===== src/logic/dlcr_pkg.sv =====
// Package: register map, field positions and reset values of the channel block
package dlcr_pkg;
    localparam int unsigned ADDR_W = 8;
    localparam int unsigned DATA_W = 8;
    localparam logic [7:0] CH1_CONFIG_A_ADDR = 8'h14;
    localparam logic [7:0] CH2_CONFIG_A_ADDR = 8'h15;
    localparam logic [7:0] CH1_CONFIG_B_ADDR = 8'h16;
    localparam logic [7:0] CH2_CONFIG_B_ADDR = 8'h17;
    localparam logic [7:0] CONFIG_A_RESET    = 8'h00;
    localparam logic [7:0] CONFIG_B_RESET    = 8'h0E;
    localparam logic [7:0] UNMAPPED_READ     = 8'h00;
    // Control A fields
    localparam int unsigned RX_EDGE_BIT      = 7;
    localparam int unsigned ZERO_RUN_BIT     = 7;
    localparam int unsigned POWER_DOWN_BIT   = 6;
    localparam int unsigned JITTER_SEL0_BIT  = 5;
    localparam int unsigned JITTER_SEL1_BIT  = 4;
    localparam int unsigned CODER_BIT        = 3;
    localparam int unsigned TX_PLAIN_BIT     = 2;
    localparam int unsigned RX_PLAIN_BIT     = 1;
    localparam int unsigned FACTORY_TEST_BIT = 0;
    // Control B fields
    localparam int unsigned TX_ALL_ONES_BIT  = 7;
    localparam int unsigned REMOTE_LOOP_BIT  = 6;
    localparam int unsigned LOCAL_LOOP_A_BIT = 5;
    localparam int unsigned LOCAL_LOOP_B_BIT = 4;
    localparam int unsigned LINE_CODE_MSB    = 3;
    localparam int unsigned LINE_CODE_LSB    = 0;
endpackage : dlcr_pkg


===== src/logic/dlcr_regs.sv =====
// Channel configuration and loopback register bank for a dual line interface
`timescale 1ns/1ps
//////////////////////////////////////////////////////////////////////////////
module dlcr_regs (
    input  wire logic                  clk,
    input  wire logic                  reset,
    input  wire logic [dlcr_pkg::ADDR_W-1:0] host_addr,
    input  wire logic                  host_write,
    input  wire logic                  host_read,
    input  wire logic [dlcr_pkg::DATA_W-1:0] host_wdata,
    output logic [dlcr_pkg::DATA_W-1:0] host_rdata,
    input  wire logic [1:0]            tx_data,
    input  wire logic [1:0]            loop_data,
    input  wire logic [1:0]            rx_data,
    input  wire logic [1:0]            bipolar_violation,
    input  wire logic                  status_read,
    output logic                       rx_edge_select,
    output logic                       zero_run_detect_en,
    output logic [1:0]                 channel_power_down,
    output logic [1:0]                 jitter_place_sel0,
    output logic [1:0]                 jitter_place_sel1,
    output logic [1:0]                 tx_plain_bipolar_sel,
    output logic [1:0]                 rx_plain_bipolar_sel,
    output logic [1:0]                 factory_test,
    output logic [1:0]                 tx_all_ones,
    output logic [1:0]                 remote_loop,
    output logic [1:0]                 local_loop_a,
    output logic [1:0]                 local_loop_b,
    output logic [3:0]                 line_config_code_1,
    output logic [3:0]                 line_config_code_2,
    output logic [1:0]                 coder_mode,
    output logic [1:0]                 tx_line_data,
    output logic [1:0]                 rx_out_data,
    output logic [1:0]                 zero_run_active,
    output logic [1:0]                 bpv_latched
);
    import dlcr_pkg::*;

    logic [7:0] cfg_a_q [2];
    logic [7:0] cfg_b_q [2];
    logic [7:0] rdata_q;

    //////////////////////////////////////////////////////////////////////////
    always_ff @(posedge clk) begin
        if (reset) begin
            cfg_a_q[0] <= CONFIG_A_RESET;
            cfg_a_q[1] <= CONFIG_A_RESET;
            cfg_b_q[0] <= CONFIG_B_RESET;
            cfg_b_q[1] <= CONFIG_B_RESET;
        end else if (host_write) begin
            case (host_addr)
                CH1_CONFIG_A_ADDR: cfg_a_q[0] <= host_wdata;
                CH2_CONFIG_A_ADDR: cfg_a_q[1] <= host_wdata;
                CH1_CONFIG_B_ADDR: cfg_b_q[0] <= host_wdata;
                CH2_CONFIG_B_ADDR: cfg_b_q[1] <= host_wdata;
                default: ;
            endcase
        end
    end

    // Read data registered; unmapped offsets answer zero
    always_ff @(posedge clk) begin
        if (reset) begin
            rdata_q <= UNMAPPED_READ;
        end else if (host_read) begin
            case (host_addr)
                CH1_CONFIG_A_ADDR: rdata_q <= cfg_a_q[0];
                CH2_CONFIG_A_ADDR: rdata_q <= cfg_a_q[1];
                CH1_CONFIG_B_ADDR: rdata_q <= cfg_b_q[0];
                CH2_CONFIG_B_ADDR: rdata_q <= cfg_b_q[1];
                default:           rdata_q <= UNMAPPED_READ;
            endcase
        end
    end
    assign host_rdata = rdata_q;

    //////////////////////////////////////////////////////////////////////////
    // Shared bits live in one channel's register only
    assign rx_edge_select     = cfg_a_q[0][RX_EDGE_BIT];
    assign zero_run_detect_en = cfg_a_q[1][ZERO_RUN_BIT];

    // Codes forwarded raw; rate mismatch is the host's to avoid
    assign line_config_code_1 = cfg_b_q[0][LINE_CODE_MSB:LINE_CODE_LSB];
    assign line_config_code_2 = cfg_b_q[1][LINE_CODE_MSB:LINE_CODE_LSB];

    genvar ch;
    generate
        for (ch = 0; ch < 2; ch++) begin : g_ch
            assign channel_power_down[ch]   = cfg_a_q[ch][POWER_DOWN_BIT];
            assign jitter_place_sel0[ch]    = cfg_a_q[ch][JITTER_SEL0_BIT];
            assign jitter_place_sel1[ch]    = cfg_a_q[ch][JITTER_SEL1_BIT];
            assign tx_plain_bipolar_sel[ch] = cfg_a_q[ch][TX_PLAIN_BIT];
            assign rx_plain_bipolar_sel[ch] = cfg_a_q[ch][RX_PLAIN_BIT];
            assign factory_test[ch]         = cfg_a_q[ch][FACTORY_TEST_BIT];
            assign tx_all_ones[ch]          = cfg_b_q[ch][TX_ALL_ONES_BIT];
            assign remote_loop[ch]          = cfg_b_q[ch][REMOTE_LOOP_BIT];
            assign local_loop_a[ch]         = cfg_b_q[ch][LOCAL_LOOP_A_BIT];
            assign local_loop_b[ch]         = cfg_b_q[ch][LOCAL_LOOP_B_BIT];

            dlcr_channel_ctrl u_chan (
                .clk               (clk),
                .reset             (reset),
                .cfg_a             (cfg_a_q[ch]),
                .cfg_b             (cfg_b_q[ch]),
                .zero_run_en       (cfg_a_q[1][ZERO_RUN_BIT]),
                .tx_data           (tx_data[ch]),
                .loop_data         (loop_data[ch]),
                .rx_data           (rx_data[ch]),
                .bipolar_violation (bipolar_violation[ch]),
                .status_read       (status_read),
                .coder_mode        (coder_mode[ch]),
                .tx_line_data      (tx_line_data[ch]),
                .rx_out_data       (rx_out_data[ch]),
                .zero_run_active   (zero_run_active[ch]),
                .bpv_latched_q     (bpv_latched[ch])
            );
        end
    endgenerate
endmodule : dlcr_regs


===== src/logic/dlcr_channel_ctrl.sv =====
// One channel's datapath steering derived from its control fields
`timescale 1ns/1ps
module dlcr_channel_ctrl (
    input  wire logic       clk,
    input  wire logic       reset,
    input  wire logic [7:0] cfg_a,
    input  wire logic [7:0] cfg_b,
    input  wire logic       zero_run_en,
    input  wire logic       tx_data,
    input  wire logic       loop_data,
    input  wire logic       rx_data,
    input  wire logic       bipolar_violation,
    input  wire logic       status_read,
    output logic            coder_mode,
    output logic            tx_line_data,
    output logic            rx_out_data,
    output logic            zero_run_active,
    output logic            bpv_latched_q
);
    import dlcr_pkg::*;

    logic local_a;
    logic local_b;
    logic any_loop;

    assign local_a  = cfg_b[LOCAL_LOOP_A_BIT];
    assign local_b  = cfg_b[LOCAL_LOOP_B_BIT];
    assign any_loop = local_a | local_b | cfg_b[REMOTE_LOOP_BIT];

    assign coder_mode      = cfg_a[CODER_BIT];
    assign zero_run_active = zero_run_en & cfg_a[CODER_BIT];

    // All ones beats any loopback source on the line
    always_ff @(posedge clk) begin
        if (reset) begin
            tx_line_data <= 1'b0;
        end else if (cfg_b[TX_ALL_ONES_BIT]) begin
            tx_line_data <= 1'b1;
        end else if (any_loop) begin
            tx_line_data <= loop_data;
        end else begin
            tx_line_data <= tx_data;
        end
    end

    always_ff @(posedge clk) begin
        if (reset) begin
            rx_out_data <= 1'b0;
        end else if (local_a & local_b) begin
            rx_out_data <= 1'b1;
        end else begin
            rx_out_data <= rx_data;
        end
    end

    // Violations count only with a line decoder in use; set beats clear
    always_ff @(posedge clk) begin
        if (reset) begin
            bpv_latched_q <= 1'b0;
        end else if (bipolar_violation & ~cfg_a[RX_PLAIN_BIT]) begin
            bpv_latched_q <= 1'b1;
        end else if (status_read) begin
            bpv_latched_q <= 1'b0;
        end
    end
endmodule : dlcr_channel_ctrl


===== config.mk =====
export PLATFORM = sky130hd
export DESIGN_NAME = dlcr_regs
export DESIGN_NICKNAME = d
export VERILOG_FILES = /design/src/logic/dlcr_pkg.sv /design/src/logic/dlcr_regs.sv /design/src/logic/dlcr_channel_ctrl.sv
export SDC_FILE = /design/constraint.sdc
export NUM_CORES = 1
export LEC_CHECK = 0
export BUFFER_PORTS_ARGS = -buffer_cell sky130_fd_sc_hd__clkbuf_2
export CORE_MARGIN = 3
export CORE_UTILIZATION = 43
export DETAILED_ROUTE_END_ITERATION = 12
export PLACE_DENSITY = 0.86
export SETUP_SLACK_MARGIN = 0.02
export SLEW_MARGIN = 20
export SYNTH_ARGS = -nofsm -noshare
export SYNTH_HDL_FRONTEND = slang
export SYNTH_SLANG_ARGS = --single-unit

===== constraint.sdc =====
create_clock -name clk -period 1.8 [get_ports clk]
set_input_delay 0.27 -clock clk [delete_from_list [all_inputs] [get_ports clk]]
set_output_delay 0.27 -clock clk [all_outputs]
set_load 0.1 [all_outputs]

==> summary.txt <==
Outcome
  – Run status: finished, final reports clean

Yosys
  – Synthesized area: 1970 um^2
  – Library cells used by synthesis: 28
  – Post-Syn Nets: approximately 160
  – Post-synth EDFFs: 32
  – Syn_area_per_cell: 14.7 um^2
  – Warnings from Yosys: 0
  – Area contributors post-synth: edfxtp_1 (49%), dfxtp_1 (14%), mux4_1 (8.0%)
  – Synth top area share: 0.489
  – Leading area contributor after synthesis: edfxtp_1
  – Main synth FF type: edfxtp_1
  – Cells after Synth: 134
  – Number of synthesized register bits: 46
  – Synth async-reset ratio: 0
  – Sequential share of the synthesized area: 0.631

Pwr
  – Total chip power: 2.45 mW
  – Leak pwr: 1.02 nW
  – PD cells: ~1000 nW/um^2
  – Peak supply drop: 543 uV

Drt
  – DR iter-0 viols: 151
  – Post-Route WL: between 4000 and 5000 um
  – Routed WL per cell: 18.8 um
  – Post-route ant nets: 0
  – Via density per instance: ~5.6
  – Drt drc: 0
  – Vias: 1438
  – DR pass1 iterations: 4

Clocking
  – Clk sinks: 46
  – CTS tree: yes
  – Clock Path Buffers: 2
  – CTS buffer count: 5
  – # Post-CTS Setup Buffers: 0
  – Cts hold-fix bufs: 0
  – Clk Latency, worst-skew pair: between 300 and 400 ps
  – H-Tree Depth: 2
  – Resized Gates After CTS: 0
  – Clk slew on worst S/H paths: 100 ps
  – CTS root buffer: clkbuf_8

STA
  – Setup violations, final: 0
  – Final Hold Vio Count: 0
  – Post-Route Skew: 15.4 ps
  – Pin slew with the least headroom to its limit: around 570 ps
  – Fmax: just over 600 MHz
  – Slew HR: 0.623
  – Setup ws final: 170 ps
  – Fin crit share: 0.906
  – Fin crit period: 1630 ps
  – Final Max Tran Viols: 0
  – RSZ-0062 raised after global routing: false

Final layout
  – Diodes inserted: 0
  – Area Overhead vs Synth: 24.5%
  – Layout cells sized above 1: 0.455
  – Final #Nets: 237
  – Fillers: between 300 and 400
  – Finished Layout Cells: 259

Worst hold path
  – Worst hold start: rx_data[1]
  – Worst min path class: in -> reg
  – Hold path depth: 3

Setup path
  – Critical Path Source Type: register
  – Worst Path Buf+Inv: 1
  – CP Data Arrival Time: between 1000 and 1500 ps
  – Critical path capture point type: primary output
  – Critical Path Fanout Max: 4
  – R2R setup slack: 450 ps
  – Worst r2r src: cfg_a_q[0][15]
  – Worst Path Required: 1530 ps
  – Slowest stage delay, CP: 450 ps
  – Critical-path top delay cell: clkbuf_2
  – Crit-path cells: and2_1 > clkbuf_2
  – Crit Path Category: reg -> out
  – Top delay family on crit path: buffers and inverters
  – Crit path to: zero_run_active[1]
  – Crit. path cell count: 2
  – Crit path launch: cfg_a_q[0][15]
  – Worst reg2reg path depth: 2
  – Reg-to-Reg End: host_rdata[7]

Global route
  – Initial antenna violation count: 0
  – Largest net degree at the start of global routing: 19
  – Vias in the first global route: 1463
  – Remaining Overflow, GRT: 0
  – First-pass GRT wire length: ~7500 um
  – Total Routing Usage GR: 0.191

Placement
  – # placed instances: 251
  – Pre-CTS setup slack: 92.2 ps
  – Post-DP HPWL: 3700 um
  – Gpl congestion: 0.969
  – Port bufs: 76

Floorplan
  – Core ar.: around 4200 um^2
  – Die H: between 70 and 80 um
  – Initial core utilization: 0.468
  – Die area: between 5000 and 6000 um^2
  – # rows: 23
  – Top Ports: between 70 and 80
  – Die span in x: around 74 um

Flow run
  – Max Cap Viol: 0
[report_power, final]
| group | internal (mW) | total (mW) | switching [mW] |
|---|---|---|---|
| Clock | 0.288 | 0.663 | 0.376 |
| Sequential | 1.18 | 1.21 | 0.0335 |
| Combinational | 0.105 | 0.573 | 0.468 |
| Total | 1.57 | 2.45 | 0.877 |
[per-layer routing]
metal  GRT usage  wire length (um)
met1       0.264              1970
met2       0.295              2380
met3      0.0547               496
met4      0.0503                22
met5           0                 0
[Yosys cell counts, types with 3 or more instances]
library cell  count
mux4_1            6
nor2_1            7
nor4b_1           3
or3_1             3
inv_1             5
edfxtp_1         32
buf_4            11
nor4_1            5
a32o_1            8
a21oi_1           6
nand2_1           7
dfxtp_1          14
nand2b_1          4
[area by class of cell]
cell class | instances | area [um^2] | area share
Clock buffer | 5 | 68.8 | 0.0281
Sequential cell | 46 | 1240 | 0.507
Clock inverter | 3 | 27.5 | 0.0112
Timing Repair Buffer | 83 | 433 | 0.177
Tap cell | 50 | 62.6 | 0.0256
Inverter | 5 | 18.8 | 0.00767
Multi-Input combinational cell | 67 | 596 | 0.243
[metrics by stage]
stage	TNS [ps]	area [um^2]	utilization	hold WS [ps]
after floorplan	-1490	1970	-	387
after global placement	0	2350	0.560	457
after detailed placement	0	2350	0.560	456
after CTS	0	2450	0.582	163
after global routing	0	2450	0.582	177
final	0	2450	0.582	175
[worst register-to-register path, stage by stage, from the launching register on]
cell      delay (ps)
edfxtp_1         470
mux4_1           530
a32o_1           230
[how the worst min path moves through the flow]
stage | to | slack [ps]
6_report | g_ch[1].u_chan.rx_out_data | 180
2_1_floorplan | g_ch[0].u_chan.rx_out_data | 390
3_3_place_gp | g_ch[1].u_chan.bpv_latched_q | 460
3_5_place_dp | g_ch[1].u_chan.bpv_latched_q | 460
5_1_grt | g_ch[1].u_chan.rx_out_data | 180
4_1_cts | g_ch[1].u_chan.rx_out_data | 160
[logic make-up after synthesis]
| kind of cell | Yosys count | synth area share |
|---|---|---|
| simple gates | 39 | 0.121 |
| flops | 46 | 0.631 |
| buf+inv | 21 | 0.0656 |
| compound gates | 18 | 0.0687 |
| mux | 10 | 0.113 |
[sequential cells by signal (all words and copies together) (netlist names)]
signal                     cells
cfg_a_q                       16
g_ch.u_chan.bpv_latched_q      2
cfg_b_q                       16
g_ch.u_chan.rx_out_data        2
host_rdata                     8
g_ch.u_chan.tx_line_data       2
[placed cells by master, fill, tap and decap left out, types with 4 or more instances in the layout]
| cell | Yosys | final |
|---|---|---|
| nand2b_1 | 4 | 4 |
| a21oi_1 | 6 | 6 |
| mux4_1 | 6 | 6 |
| nand2_1 | 7 | 7 |
| a32o_1 | 8 | 8 |
| buf_4 | 11 | 7 |
| clkbuf_8 | 0 | 5 |
| edfxtp_1 | 32 | 32 |
| inv_1 | 5 | 5 |
| clkbuf_2 | 0 | 76 |
| dfxtp_1 | 14 | 14 |
| nor4_1 | 5 | 5 |
| nor2_1 | 7 | 7 |
No activity file was read; power rests on OpenSTA's default activity.
